## src/logic/pam_pkg.sv

```systemverilog
package pam_pkg;
  // register addresses on the serial control bus
  localparam logic [15:0] PAM_GVC_ADDR = 16'h8439;
  localparam logic [15:0] PAM_PLL_ADDR = 16'h843E;
  localparam logic [15:0] PAM_SRT_ADDR = 16'h843F;
  // global_video_control fields
  localparam int PAM_BLANK_BIT = 0;
  localparam int PAM_PSAVE_BIT = 1;
  // pll_range_and_video_options fields
  localparam int PAM_PLL_LO_BIT = 0;
  localparam int PAM_PLL_HI_BIT = 1;
  localparam int PAM_VBE_BIT = 2;
  localparam int PAM_OVR_BIT = 3;
  localparam int PAM_CLAMP_BIT = 5;
  // soft_reset_and_test_control fields
  localparam int PAM_SOFT_RESET_BIT = 0;
  localparam int PAM_AID_BIT = 6;
  // writable bits; reserved bits store nothing and read zero
  localparam logic [7:0] PAM_GVC_MASK = 8'h03;
  localparam logic [7:0] PAM_PLL_MASK = 8'h2F;
  // reset values
  localparam logic [7:0] PAM_GVC_RESET = 8'h00;
  localparam logic [7:0] PAM_PLL_RESET = 8'h00;
  localparam logic PAM_AID_RESET = 1'b0;
  localparam logic [7:0] PAM_UNMAPPED_READ = 8'h00;
  // soft reset length in clock cycles
  localparam logic [1:0] PAM_SOFT_RESET_CYCLES = 2'h2;
  // serial bus device address, arbitrary value
  localparam logic [6:0] PAM_DEV_ADDR = 7'h2C;
  // bits per byte on the serial bus
  localparam logic [3:0] PAM_BYTE_BITS = 4'h8;
endpackage : pam_pkg

```

## src/logic/pam_global_ctrl.sv

```systemverilog
// Summary of operation
// - blank bit forces outputs to black
// - power save bit shuts analog sections down
// - two-bit pll range drives the pll
// - vertical blank enable gates vertical blanking
// - override bit shows on-screen display only
// - clamp polarity selects active clamp edge sense
// - soft reset reloads defaults except own register
// - soft reset leaves serial transfers undisturbed
// - soft reset bit clears itself when done
// - autoinc disable freezes register address
`timescale 1ns/100ps
module pam_global_ctrl
  import pam_pkg::*;
#(
  parameter logic [6:0] DEV_ADDR = PAM_DEV_ADDR
) (
  input wire logic clock,
  input wire logic reset_n,
  input wire logic scl_in,
  input wire logic sda_in,
  output logic sda_out,
  output logic sda_oe,
  input wire logic vblank_in,
  input wire logic clamp_in,
  output logic video_blank,
  output logic analog_shutdown,
  output logic [1:0] pll_range,
  output logic osd_only,
  output logic clamp_active
);
  logic sel_pulse, sel_read, rx_valid, tx_done;
  logic [7:0] rx_data;
  logic [7:0] gvc_q, gvc_d;
  logic [7:0] pll_q, pll_d;
  logic aid_q, aid_d;
  logic soft_reset_q, soft_reset_d;
  logic [1:0] soft_reset_cnt_q, soft_reset_cnt_d;
  logic [15:0] ptr_q, ptr_d;
  logic [1:0] idx_q, idx_d;
  logic [7:0] tx_q, tx_d;
  logic sda_out_q;
  logic blank_q, blank_d;
  logic shut_q, shut_d;
  logic [1:0] pll_rng_q, pll_rng_d;
  logic osd_q, osd_d;
  logic clamp_q, clamp_d;

  function automatic logic [7:0] read_reg(input logic [15:0] addr, input logic [7:0] gvc,
                                          input logic [7:0] pll, input logic autoinc_disable,
                                          input logic soft_reset);
    logic [7:0] val;
    val = PAM_UNMAPPED_READ;
    case (addr)
      PAM_GVC_ADDR: val = gvc & PAM_GVC_MASK;
      PAM_PLL_ADDR: val = pll & PAM_PLL_MASK;
      PAM_SRT_ADDR: begin
        val = 8'h00;
        val[PAM_AID_BIT] = autoinc_disable;
        val[PAM_SOFT_RESET_BIT] = soft_reset;
      end
      default: val = PAM_UNMAPPED_READ;
    endcase
    return val;
  endfunction : read_reg

  // the bus engine sees only the power-on reset, so a soft reset never cuts a transfer
  pam_i2c_slave #(.DEV_ADDR(DEV_ADDR)) u_bus (
    .clock(clock),
    .reset_n(reset_n),
    .scl_in(scl_in),
    .sda_in(sda_in),
    .sda_oe(sda_oe),
    .select_pulse(sel_pulse),
    .select_read(sel_read),
    .rx_valid(rx_valid),
    .rx_data(rx_data),
    .tx_data(tx_q),
    .tx_done(tx_done)
  );

  // register file and soft reset
  always_comb begin
    gvc_d = gvc_q;
    pll_d = pll_q;
    aid_d = aid_q;
    soft_reset_d = soft_reset_q;
    soft_reset_cnt_d = soft_reset_cnt_q;
    if (soft_reset_q) begin
      gvc_d = PAM_GVC_RESET;
      pll_d = PAM_PLL_RESET;
      if (soft_reset_cnt_q == 2'h0) begin
        soft_reset_d = 1'b0;
      end else begin
        soft_reset_cnt_d = soft_reset_cnt_q - 2'h1;
      end
    end
    if (rx_valid && idx_q == 2'h2) begin
      case (ptr_q)
        // reserved bits are dropped by the mask, whatever the master writes
        PAM_GVC_ADDR: if (!soft_reset_q) gvc_d = rx_data & PAM_GVC_MASK;
        PAM_PLL_ADDR: if (!soft_reset_q) pll_d = rx_data & PAM_PLL_MASK;
        PAM_SRT_ADDR: begin
          aid_d = rx_data[PAM_AID_BIT];
          // a new request wins over the self-clear in the same cycle
          if (rx_data[PAM_SOFT_RESET_BIT]) begin
            soft_reset_d = 1'b1;
            soft_reset_cnt_d = PAM_SOFT_RESET_CYCLES - 2'h1;
          end
        end
        default: ;
      endcase
    end
  end

  always_ff @(posedge clock) begin
    if (!reset_n) begin
      gvc_q <= PAM_GVC_RESET;
      pll_q <= PAM_PLL_RESET;
      aid_q <= PAM_AID_RESET;
      soft_reset_q <= 1'b0;
      soft_reset_cnt_q <= 2'h0;
    end else begin
      gvc_q <= gvc_d;
      pll_q <= pll_d;
      aid_q <= aid_d;
      soft_reset_q <= soft_reset_d;
      soft_reset_cnt_q <= soft_reset_cnt_d;
    end
  end

  // pointer handling is outside the soft reset on purpose
  always_comb begin
    ptr_d = ptr_q;
    idx_d = idx_q;
    if (sel_pulse && !sel_read) begin
      idx_d = 2'h0;
    end
    if (rx_valid) begin
      case (idx_q)
        2'h0: begin
          ptr_d[15:8] = rx_data;
          idx_d = 2'h1;
        end
        2'h1: begin
          ptr_d[7:0] = rx_data;
          idx_d = 2'h2;
        end
        default: begin
          if (!aid_q) begin
            ptr_d = ptr_q + 16'h0001;
          end
        end
      endcase
    end
    if (tx_done && !aid_q) begin
      ptr_d = ptr_q + 16'h0001;
    end
  end

  always_ff @(posedge clock) begin
    if (!reset_n) begin
      ptr_q <= 16'h0000;
      idx_q <= 2'h0;
    end else begin
      ptr_q <= ptr_d;
      idx_q <= idx_d;
    end
  end

  // video side outputs, all registered
  always_comb begin
    tx_d = read_reg(ptr_q, gvc_q, pll_q, aid_q, soft_reset_q);
    // blank wins over everything, vertical blank only when enabled
    blank_d = gvc_q[PAM_BLANK_BIT] | (pll_q[PAM_VBE_BIT] & vblank_in);
    shut_d = gvc_q[PAM_PSAVE_BIT];
    pll_rng_d = {pll_q[PAM_PLL_HI_BIT], pll_q[PAM_PLL_LO_BIT]};
    osd_d = pll_q[PAM_OVR_BIT];
    clamp_d = clamp_in ^ pll_q[PAM_CLAMP_BIT];
  end

  always_ff @(posedge clock) begin
    if (!reset_n) begin
      tx_q <= 8'h00;
      sda_out_q <= 1'b0;
      blank_q <= 1'b0;
      shut_q <= 1'b0;
      pll_rng_q <= 2'h0;
      osd_q <= 1'b0;
      clamp_q <= 1'b0;
    end else begin
      tx_q <= tx_d;
      sda_out_q <= 1'b0;
      blank_q <= blank_d;
      shut_q <= shut_d;
      pll_rng_q <= pll_rng_d;
      osd_q <= osd_d;
      clamp_q <= clamp_d;
    end
  end

  assign sda_out = sda_out_q;
  assign video_blank = blank_q;
  assign analog_shutdown = shut_q;
  assign pll_range = pll_rng_q;
  assign osd_only = osd_q;
  assign clamp_active = clamp_q;
endmodule : pam_global_ctrl

```

## src/logic/pam_i2c_slave.sv

```systemverilog
`timescale 1ns/100ps
module pam_i2c_slave
  import pam_pkg::*;
#(
  parameter logic [6:0] DEV_ADDR = PAM_DEV_ADDR
) (
  input wire logic clock,
  input wire logic reset_n,
  input wire logic scl_in,
  input wire logic sda_in,
  output logic sda_oe,
  output logic select_pulse,
  output logic select_read,
  output logic rx_valid,
  output logic [7:0] rx_data,
  input wire logic [7:0] tx_data,
  output logic tx_done
);
  typedef enum logic [2:0] {
    PAM_IDLE, PAM_ADDR, PAM_ACK, PAM_WRITE, PAM_READ, PAM_MACK
  } pam_i2c_state_t;

  pam_i2c_state_t state_q, state_d;
  logic [3:0] cnt_q, cnt_d;
  logic [7:0] shift_q, shift_d;
  logic rw_q, rw_d;
  logic nack_q, nack_d;
  logic oe_q, oe_d;
  logic scl_q, sda_q;
  logic sel_q, sel_d;
  logic rxv_q, rxv_d;
  logic txd_q, txd_d;
  logic scl_rise, scl_fall, start_cond, stop_cond;

  assign scl_rise = scl_in & ~scl_q;
  assign scl_fall = ~scl_in & scl_q;
  assign start_cond = scl_in & scl_q & sda_q & ~sda_in;
  assign stop_cond = scl_in & scl_q & ~sda_q & sda_in;

  always_comb begin
    state_d = state_q;
    cnt_d = cnt_q;
    shift_d = shift_q;
    rw_d = rw_q;
    nack_d = nack_q;
    oe_d = oe_q;
    sel_d = 1'b0;
    rxv_d = 1'b0;
    txd_d = 1'b0;
    if (start_cond) begin
      state_d = PAM_ADDR;
      cnt_d = 4'h0;
      oe_d = 1'b0;
    end else if (stop_cond) begin
      state_d = PAM_IDLE;
      oe_d = 1'b0;
    end else if (scl_rise) begin
      case (state_q)
        PAM_ADDR, PAM_WRITE: begin
          if (cnt_q < PAM_BYTE_BITS) begin
            shift_d = {shift_q[6:0], sda_in};
            cnt_d = cnt_q + 4'h1;
          end
        end
        PAM_MACK: begin
          nack_d = sda_in;
          txd_d = 1'b1;
        end
        default: ;
      endcase
    end else if (scl_fall) begin
      case (state_q)
        PAM_ADDR: begin
          if (cnt_q == PAM_BYTE_BITS) begin
            if (shift_q[7:1] == DEV_ADDR) begin
              state_d = PAM_ACK;
              oe_d = 1'b1;
              rw_d = shift_q[0];
              sel_d = 1'b1;
            end else begin
              state_d = PAM_IDLE;
            end
          end
        end
        PAM_WRITE: begin
          if (cnt_q == PAM_BYTE_BITS) begin
            state_d = PAM_ACK;
            oe_d = 1'b1;
            rxv_d = 1'b1;
          end
        end
        PAM_ACK: begin
          if (rw_q) begin
            state_d = PAM_READ;
            shift_d = tx_data;
            oe_d = ~tx_data[7];
            cnt_d = 4'h1;
          end else begin
            state_d = PAM_WRITE;
            oe_d = 1'b0;
            cnt_d = 4'h0;
          end
        end
        PAM_READ: begin
          if (cnt_q == PAM_BYTE_BITS) begin
            state_d = PAM_MACK;
            oe_d = 1'b0;
          end else begin
            shift_d = {shift_q[6:0], 1'b0};
            oe_d = ~shift_q[6];
            cnt_d = cnt_q + 4'h1;
          end
        end
        PAM_MACK: begin
          // a nack ends the read; the master then sends stop
          if (nack_q) begin
            state_d = PAM_IDLE;
          end else begin
            state_d = PAM_READ;
            shift_d = tx_data;
            oe_d = ~tx_data[7];
            cnt_d = 4'h1;
          end
        end
        default: ;
      endcase
    end
  end

  always_ff @(posedge clock) begin
    if (!reset_n) begin
      state_q <= PAM_IDLE;
      cnt_q <= 4'h0;
      shift_q <= 8'h00;
      rw_q <= 1'b0;
      nack_q <= 1'b0;
      oe_q <= 1'b0;
      scl_q <= 1'b1;
      sda_q <= 1'b1;
      sel_q <= 1'b0;
      rxv_q <= 1'b0;
      txd_q <= 1'b0;
    end else begin
      state_q <= state_d;
      cnt_q <= cnt_d;
      shift_q <= shift_d;
      rw_q <= rw_d;
      nack_q <= nack_d;
      oe_q <= oe_d;
      scl_q <= scl_in;
      sda_q <= sda_in;
      sel_q <= sel_d;
      rxv_q <= rxv_d;
      txd_q <= txd_d;
    end
  end

  assign sda_oe = oe_q;
  assign select_pulse = sel_q;
  assign select_read = rw_q;
  assign rx_valid = rxv_q;
  assign rx_data = shift_q;
  assign tx_done = txd_q;
endmodule : pam_i2c_slave

```

## config.mk

```make
export PLATFORM = sky130hd
export DESIGN_NAME = pam_global_ctrl
export DESIGN_NICKNAME = d
export VERILOG_FILES = /design/src/logic/pam_pkg.sv /design/src/logic/pam_global_ctrl.sv /design/src/logic/pam_i2c_slave.sv
export SDC_FILE = /design/constraint.sdc
export NUM_CORES = 1
export LEC_CHECK = 0
export BUFFER_PORTS_ARGS = -buffer_cell sky130_fd_sc_hd__clkbuf_2
export CAP_MARGIN = 5
export CORE_MARGIN = 3
export CORE_UTILIZATION = 43
export DETAILED_ROUTE_END_ITERATION = 10
export PLACE_DENSITY = 0.6
export SLEW_MARGIN = 15
export SYNTH_ARGS = -nofsm -noshare
export SYNTH_HDL_FRONTEND = slang
export SYNTH_SLANG_ARGS = --single-unit
export TNS_END_PERCENT = 5
```

## constraint.sdc

```tcl
create_clock -name clock -period 2.94 [get_ports clock]
set_input_delay 0.588 -clock clock [delete_from_list [all_inputs] [get_ports clock]]
set_output_delay 0.588 -clock clock [all_outputs]
set_load 0.03 [all_outputs]
```

Yosys cells after proc, flatten, opt, wreduce, memory -nomap -nowiden. Index checks and enable logic that the tools add are counted.

$add $sub $neg: 3. $lt $le $gt $ge: 1. Equal/unequal tests: 30. Mux-type cells: 64. Bitwise logic cells: 24. Reduce and logical (&&, ||, !) cells: 29.

Operators with widths (number): $mux 8 (15); $eq 16x16->1 const B (3); $mux 16 (3); $pmux 8 s2 (2); $mux 4 (6); $pmux 8 s3 (1); $pmux 7 s3 (1); $reduce_and 7->1 (3); $mux 1 (19); $add 16x1->16 const B (1); $mux 2 (8); $mux 3 (5); $pmux 3 s5 (1); $not 1->1 (14); $ne 4x1->1 const B (3); $pmux 4 s3 (1); $reduce_and 6->1 (2); $ne 2x2->1 const B (5); $ne 3x1->1 const B (3); $reduce_and 9->1 (1); $and 1x1->1 (8); $ne 2x1->1 const B (4); $eq 7x6->1 const B (1); $reduce_bool 7->1 (1); other kinds (30) (40).

Flip-flop bits (word level): 75. Input port bits: 6. Output and inout bits: 8. Word-level logic and storage cells: 177.

Depth between registers and ports, before layout. Gate-level depths: netlist (run 1).

Depth in word-level cells: 8. Mapped depth: 8. Depth with buffers taken out: 7.

Modules after synthesis. Synthesis (run 1) repeated with hierarchy kept, for this count alone.

Cell total of the unflattened synthesis: 425. Area total of the unflattened synthesis: 3613.5 µm².

Modules (own cells, without submodules): pam_global_ctrl (instances 1, cells each 251, area an instance 2063.2 µm², seq. area each 820.8 µm²); pam_i2c_slave (instances 1, cells each 174, area an instance 1550.2 µm², seq. area each 460.4 µm²).

Least setup slack after synthesis (run 1). No wires, ideal clock.

Path type: input port to flip-flop. From: input scl_in. To: register u_bus.cnt_q[3]. Setup time: 0.072 ns. Data arrival time: 1.904 ns. Required time: 2.868 ns. Path slack: 0.963 ns. Stages: 5. Buffers on the path: 0. Cell sequence: and2b_2 > o311ai_2 > a211o_1 > or4_1 > a21oi_1.

Longest elaborated chain between the ends: 5. Elaborated cells on any way between the ends: 18. Classes of those cells: eq/ne: 4; mux: 1; bitwise: 9; reduce/logical: 4.

RTL lines: start: declaration (RTL line pam_global_ctrl.sv:20) `input wire logic scl_in,`; $and 1x1->1 (RTL line pam_i2c_slave.sv:37, pam_i2c_slave.sv:38); $and 1x1->1 (2 in a row) (RTL line pam_i2c_slave.sv:38) `assign stop_cond = scl_in & scl_q & ~sda_q & sda_in;`; $not 1->1 (no source line); $reduce_and 7->1 (no source line); end signal: assignment (RTL line pam_i2c_slave.sv:145) `cnt_q <= cnt_d;`; end: declaration (RTL line pam_i2c_slave.sv:24) `logic [3:0] cnt_q, cnt_d;`.

Several ways; a longest one is shown, not always the timed one. A chain may end at the register's enable or synchronous reset.

Final worst setup path (run 1).
From: register u_bus.cnt_q[0]. To: register u_bus.cnt_q[3].

Longest elaborated chain between the ends: 5. Elaborated cells on any way between the ends: 12. Classes of those cells: add/sub: 1; order compare: 1; eq/ne: 3; mux: 6; reduce/logical: 1.

RTL lines: $add 4x1->4 (RTL line pam_i2c_slave.sv:62, pam_i2c_slave.sv:111); $mux 4 (RTL line pam_i2c_slave.sv:105) `if (cnt_q == PAM_BYTE_BITS) begin`; $pmux 4 s3 (RTL line pam_i2c_slave.sv:72) `case (state_q)`; $mux 4 (RTL line pam_i2c_slave.sv:71) `end else if (scl_fall) begin`; $mux 4 (RTL line pam_i2c_slave.sv:57) `end else if (scl_rise) begin`.

Several ways; a longest one is shown, not always the timed one. The select of a mux whose other input is x is not followed.

==> flow_summary.ini, run 1 <==
[global_route]
grt_pass1_wl_um = 14100
grt_pass1_vias = 2769
grt_usage_pct = 19.8
grt_max_degree = 31
antenna_found_initial = 0
grt-ovfl-total = 0

[clock_tree]
cts.sinks = 64
clock_latency_ps = 340
path_clk_slew_ps = 70
hold_buffers = 0
postCtsSetupRepairBufs = 0
cts_made_buffers = 9
cts_resized = 0
ctsHtreeMaxLevel = 3
root_buffer = clkbuf_8
tritoncts = yes
clock_path_buffers = 2

[floorplanning]
std_cell_rows = 31
start_util_pct = 45.3
die_h_um = 94.4
die_area_um2 = 8910
core_area_um2 = 7410
ioPinCount = 14
die_x_um = 94.4

[hold_path]
hold_class = register to register
worstHoldPathCells = 2

[route]
vias_per_cell = 5.62
drtIter0Drc = 217
routedWlPerCell_um = 15.3
totalWireLength_um = 8020
num_vias = 2951
drcViolationCount = 0
drt.antenna.violating_nets = 0
drtPass1Iterations = 4

[synth]
synthArstFlopShare_pct = 0
syn_inst = 413
ys_types = 60
ys_ff_latch = 64
syn-num-nets = 424
synth_edf_count = 0
synth_warnings = 0
synth.top_cell.area_share_pct = 38.1
synth_common_cells = dfxtp_1 (64), nor2_1 (44), nand2_1 (40)
synth.most_common_cell = dfxtp_1
synthFlopType = dfxtp_1
syn_avg_cell_area_um2 = 8.13
synth_largest_area_cell = dfxtp_1
syn_area_um2 = 3360
synth.area.top_cells = dfxtp_1 (38%), nor2_1 (4.9%), nand2_1 (4.5%)
seq_area_frac_synth_pct = 38.1

[layout]
finalInstanceArea_um2 = 3730
final_nets = 432
area_growth_pct = 11.0
antenna_cells = 0
drive_gt1_share_pct = 11.0
stdcell_count = 525
final_util_pct = 50.3

[sta]
post-route-period-util_pct = 71.8
rsz0062_at_grt = false
layout_setup_ws_ps = 829
hold_viol = 0
skew_ps = 13.2
slew_viol_final = 0
tns_ps = 0
post-route-min-period_ps = 2110
setup_viol = 0
fmax_mhz = 474
tightest_slew_ps = 832
holdWs_ps = 459
slew_headroom_pct = 44.5

[critical_path]
end_kind = register
cp_max_fo = 5
critPathRequiredTime_ps = 3200
cp_data_arrival_time_ps = 2370
start_kind = register
rr_worst_depth = 7
crit_type = register to register

[pwr]
power_frac_comb_pct = 3.5
seq_power_share_pct = 46.5
p_sw_share_pct = 21.8
clockPowerShare_pct = 50.0
internal_power_mw = 1.48
p_leak_nw = 1.26
power_mw = 1.90
p_sw_mw = 0.414
ir_drop_mv = 0.303
p_per_area_nw_per_um2 = 508

[status]
outcome = complete, no violations

[placed_design]
place_inst = 509
hpwl_um = 5500
place_ws_ps = 716
port_buffers = 12
dpl-instance-area_um2 = 3480
gp_congestion = 0.818

[flow_run]
drv_cap = 0
==> cell type report <==
type / count / area [µm²]
clock inverter: 6 / 115
tap: 99 / 124
multi-input combinational: 313 / 1910
timing repair buffer: 18 / 105
sequential: 64 / 1280
fill: 722 / 3680
inverter: 15 / 56.3
clock buffer: 10 / 138
==> power by group through the flow <==
stage	Sequential [mW]	Clock, mW	Combinational [mW]
floorplan	0.897	0	0.0498
global placement	0.902	0	0.0644
detailed placement	0.902	0	0.0658
CTS	0.882	0.970	0.0662
global route	0.883	1.01	0.0737
finish	0.882	0.948	0.0660
==> cells in the final DEF (no fill, tap or decap), types with 4 or more instances in the layout <==
master / Yosys / layout
a211oi_1: 5 / 5
a21o_1: 6 / 6
a21oi_1: 29 / 29
a22oi_1: 8 / 8
a311oi_1: 4 / 4
a31oi_1: 6 / 6
and2_1: 11 / 11
and3_1: 7 / 7
buf_4: 4 / 6
clkbuf_2: 0 / 12
clkbuf_8: 0 / 10
dfxtp_1: 64 / 64
ha_1: 5 / 5
inv_1: 14 / 14
mux2_2: 4 / 4
mux2i_1: 12 / 12
nand2_1: 40 / 40
nand2b_1: 9 / 9
nand3_1: 20 / 20
nand3b_1: 5 / 5
nand4_1: 8 / 8
nor2_1: 44 / 44
nor3_1: 11 / 11
nor3b_1: 4 / 4
o21ai_0: 21 / 21
o31ai_1: 4 / 4
or4_1: 4 / 4
==> final timing paths <==
kind / startpoint / end / slack, ps
hold reg to reg: tx_q[1] / u_bus.rx_data[1] / 460
hold / removal: tx_q[1] / u_bus.rx_data[1] / 460
setup reg to reg: u_bus.cnt_q[0] / u_bus.cnt_q[3] / 830
setup / recovery: u_bus.cnt_q[0] / u_bus.cnt_q[3] / 830
==> sequential cells by signal, indices dropped and copies added, names as in the netlist, 2 cells and up <==
| signal | flops |
|---|---|
| ptr_q | 16 |
| u_bus.rx_data | 8 |
| tx_q | 6 |
| pll_q | 5 |
| u_bus.cnt_q | 4 |
| u_bus.state_q | 3 |
| gvc_q | 2 |
| idx_q | 2 |
| pll_range | 2 |
| soft_reset_cnt_q | 2 |
==> layer usage <==
metal | GRT usage (%) | up-vias | share of wire, %
li1 | - | 1502 | -
met5 | 0 | - | 0
met3 | 4.06 | 14 | 3.7
met4 | 7.58 | 0 | 2.3
met1 | 27.5 | 1384 | 49
met2 | 30.3 | 51 | 45
==> worst max-delay path, cell delays in order (launching register included) <==
cell,delay (ps)
dfxtp_1,410
inv_1,70
ha_1,220
nand3b_1,170
o311ai_2,160
a211o_1,380
or4_1,510
a21oi_1,130
==> cell families after synthesis <==
logic type	Yosys count	share of synthesized area, %
AO/OA/AOI/OAI	102	20.2
XOR/XNOR	2	0.522
adder cells (fa/ha/maj)	5	1.86
buffers and inverters	36	4.99
flip-flops	64	38.1
multiplexers	16	4.92
other	1	0.112
AND/OR/NAND/NOR	187	29.2
(Power assumes the default switching activity.)
==> run 2: changes to the inputs <==
Settings changed: PLACE_DENSITY 0.6 to 0.62.
Clock period 2.94 ns to 1.8 ns, I/O delays scaled along.
==> flow_summary.ini, run 2 (synthesis gave the netlist of run 1 again) <==
[status]
outcome = complete, no violations

[pwr]
ir_drop_mv = 0.453
p_per_area_nw_per_um2 = 688
p_leak_nw = 1.52
power_frac_comb_pct = 5.2
p_sw_share_pct = 24.4
seq_power_share_pct = 50.2
internal_power_mw = 2.16
clockPowerShare_pct = 44.6
p_sw_mw = 0.697
power_mw = 2.86

[sta]
skew_ps = 11.1
rsz0062_at_grt = true
hold_viol = 0
slew_headroom_pct = 63.1
fmax_mhz = 561
setup_viol = 0
tns_ps = 0
tightest_slew_ps = 553
post-route-min-period_ps = 1780
slew_viol_final = 0
post-route-period-util_pct = 99.0

[floorplanning]
ioPinCount = 14
die_x_um = 94.4
die_area_um2 = 8910
die_h_um = 94.4
core_area_um2 = 7410
start_util_pct = 45.3
std_cell_rows = 31

[layout]
drive_gt1_share_pct = 24.1
largest_reg_flops = 16
antenna_cells = 0
area_growth_pct = 23.6
final_cell_mix = dfxtp_1 (59), buf_4 (56), nor2_1 (44)
nFillCells = 695
final_common_cell = dfxtp_1
final_nets = 483
regMostFlops = ptr_q
final_util_pct = 56.1

[route]
totalWireLength_um = 8950
vias_per_cell = 5.64
routedWlPerCell_um = 15.5
drtPass1Iterations = 5
drt.antenna.violating_nets = 0
drcViolationCount = 0
drtIter0Drc = 168
num_vias = 3249

[global_route]
grt-ovfl-total = 0
grt_usage_pct = 21.7
grt_pass1_wl_um = 15100
grt_max_degree = 18
antenna_found_initial = 0
grt_pass1_vias = 3082

[clock_tree]
cts_made_buffers = 9
clock_path_buffers = 2
tritoncts = yes
path_clk_slew_ps = 80
clock_latency_ps = 350
ctsHtreeMaxLevel = 3
hold_buffers = 0
root_buffer = clkbuf_8
cts.sinks = 64

[flow_run]
drv_cap = 0

[critical_path]
cp_data_arrival_time_ps = 2010
start_kind = register
cp_max_fo = 2
crit_type = register to register
critPathRequiredTime_ps = 2030
end_kind = register

[hold_path]
hold_class = input pin to register

[placed_design]
gp_congestion = 0.848
port_buffers = 12
hpwl_um = 6250
==> run 2: path summary, 6_finish.rpt <==
check,from,end,slack (ps),cells past startpoint
worst max register to register,u_bus.cnt_q[1],u_bus.state_q[1],20,9
worst min-delay path,clamp_in,clamp_active,250,3
worst min register to register,tx_q[5],u_bus.rx_data[5],460,2
worst max-delay path,u_bus.cnt_q[1],u_bus.state_q[1],20,9
==> run 2: stage by stage <==
| stage | std cells | area (µm²) | hold slack, ps | setup WS, ps |
|---|---|---|---|---|
| 5_1_grt | 576 | 4150 | 254 | -101 |
| 2_1_floorplan | 413 | 3360 | 432 | -12.0 |
| 6_report | 576 | 4150 | 246 | 18.7 |
| 3_5_place_dp | 559 | 3850 | 453 | -175 |
| 3_3_place_gp | 559 | 3850 | 444 | -153 |
| 4_1_cts | 576 | 4120 | 238 | -4.10 |
==> run 2: critical path, stage by stage, from the launching register on <==
cell and delay, ps:
dfxtp_2 330, inv_2 60, ha_4 130, nand3b_1 120, buf_4 170, buf_4 130
a221oi_4 290, buf_4 170, mux2i_1 180, a21oi_1 80
==> run 2: per-layer routing <==
layer / GRT usage (%) / up-vias / wire [µm]
met1: 29.0 / 1543 / 4110
met5: 0 / - / 0
li1: - / 1614 / -
met3: 5.10 / 16 / 457
met4: 6.98 / 0 / 146
met2: 34.8 / 76 / 4240
==> run 2: final cells by class <==
| cell class | count | area, µm² | share of cell area [%] |
|---|---|---|---|
| clock buffers | 10 | 138 | 3.31 |
| clock inverters | 6 | 67.6 | 1.63 |
| inverters | 15 | 56.3 | 1.36 |
| multi-input cells | 313 | 1990 | 47.9 |
| flip-flops and latches | 64 | 1290 | 31.0 |
| well taps | 99 | 124 | 2.98 |
| repair buffers | 69 | 492 | 11.8 |
==> run 2: timing repair <==
action                     4_1_cts  5_1_grt
setup buffers                    1        0
setup endpoints to repair       18       22
gates resized for setup         12        9
pin swaps                        8        9
==> run 2: power groups by stage <==
stage	sequential [mW]	clock [mW]	combinational, mW
6_report	1.43	1.27	0.148
5_1_grt	1.44	1.39	0.161
4_1_cts	1.43	1.30	0.144
3_5_place_dp	1.47	0	0.139
3_3_place_gp	1.47	0	0.138
2_1_floorplan	1.47	0	0.0813
==> run 3: changes to the inputs <==
Settings changed: PLACE_DENSITY 0.62 to 0.6.
Clock period 1.8 ns to 2.1 ns, I/O delays scaled along.
==> flow_summary.ini, run 3 (synthesis gave the netlist of run 1 again) <==
[clock_tree]
root_buffer = clkbuf_8
tritoncts = yes
clock_latency_ps = 350
path_clk_slew_ps = 80
ctsHtreeMaxLevel = 3
clock_path_buffers = 2
cts_made_buffers = 9
cts.sinks = 64

[sta]
slew_viol_final = 0
rsz0062_at_grt = false
fmax_mhz = 501
tightest_slew_ps = 665
skew_ps = 7.18
post-route-period-util_pct = 95.1
setup_viol = 0
hold_viol = 0
tns_ps = 0
slew_headroom_pct = 55.4
post-route-min-period_ps = 2000

[critical_path]
critPathRequiredTime_ps = 2380
cp_data_arrival_time_ps = 2280
end_kind = register
cp_max_fo = 13
start_kind = register
crit_type = register to register

[hold_path]
hold_class = input pin to register

[floorplanning]
ioPinCount = 14
die_area_um2 = 8910
die_x_um = 94.4
core_area_um2 = 7410
die_h_um = 94.4
start_util_pct = 45.3
std_cell_rows = 31

[route]
wl_met1_um = 3880
wl_met2_um = 3970
drtIter0Drc = 177
totalWireLength_um = 8420
routed-wl-met3_um = 484
routedWlPerCell_um = 15.5
drcViolationCount = 0
drtPass1Iterations = 4
num_vias = 3096
drt.antenna.violating_nets = 0
vias_per_cell = 5.69
top_layer = met4

[layout]
stdcell_count = 544
drive_gt1_share_pct = 15.5
nFillCells = 723
multi_input_area_um2 = 1910
regMostFlops = ptr_q
final_common_cell = dfxtp_1
final_nets = 451
regArea_um2 = 1280
largest_reg_flops = 16
antenna_cells = 0
final_cell_mix = dfxtp_1 (62), nor2_1 (44), nand2_1 (40)
area_growth_pct = 14.5

[placed_design]
port_buffers = 12
gp_congestion = 0.874
hpwl_um = 5920
place_inst = 526

[global_route]
grt_max_degree = 31
grt-ovfl-total = 0
antenna_found_initial = 0
grt_pass1_wl_um = 14100
grt_usage_pct = 20.2
grt_pass1_vias = 2918

[flow_run]
drv_cap = 0

[pwr]
ir_drop_mv = 0.463
p_per_area_nw_per_um2 = 637
p_leak_nw = 1.34

[status]
outcome = complete, no violations
run 3: per-stage QoR:
step	worst slack [ps]	power [mW]	util [%]	area (µm²)	hold slack, ps
global placement	95.3	1.37	48.8	3620	442
floorplan	216	1.33	-	3360	432
detailed placement	79.8	1.37	48.8	3620	455
global route	3.62	2.54	51.9	3840	325
finish	104	2.45	51.9	3840	307
CTS	60.2	2.47	51.6	3820	297
run 3: metal layers:
layer	vias up	GRT usage [%]
met5	-	0
met2	87	32.5
li1	1552	-
met3	9	5.18
met4	0	6.26
met1	1448	26.5
run 3: area by class of cell:
| type | count | share of cell area (%) |
|---|---|---|
| Clock inverter | 6 | 1.76 |
| Clock buffer | 10 | 3.58 |
| Timing Repair Buffer | 37 | 6.80 |
| Inverter | 15 | 1.46 |
| Tap cell | 99 | 3.22 |
| Multi-Input combinational cell | 313 | 49.8 |
| Sequential cell | 64 | 33.4 |
run 3: worst max-delay path, cell delays in order (launching register included):
cell      delay, ps
dfxtp_1         590
nor3b_2         240
a211oi_1        120
a211o_1         350
or4_1           500
a21oi_1         130
run 3: what timing repair did:
action	in CTS	in global routing
setup buffers	0	1
hold buffers	0	0
setup endpoints to repair	0	9
gates resized for setup	0	4
run 3: worst paths after layout:
| kind | start | endpoint | slack, ps | depth (start not counted) |
|---|---|---|---|---|
| setup reg to reg | u_bus.state_q[0] | u_bus.cnt_q[3] | 100 | 5 |
| hold / removal | clamp_in | clamp_active | 310 | 3 |
| hold reg to reg | soft_reset_cnt_q[1] | soft_reset_cnt_q[1] | 470 | 2 |
| setup / recovery | u_bus.state_q[0] | u_bus.cnt_q[3] | 100 | 5 |
run 3: report_power, final:
part	internal, mW	leakage (nW)	switching, mW
clock	0.584	0.0989	0.524
sequential	1.22	0.517	0.0108
combinational	0.0395	0.724	0.0704
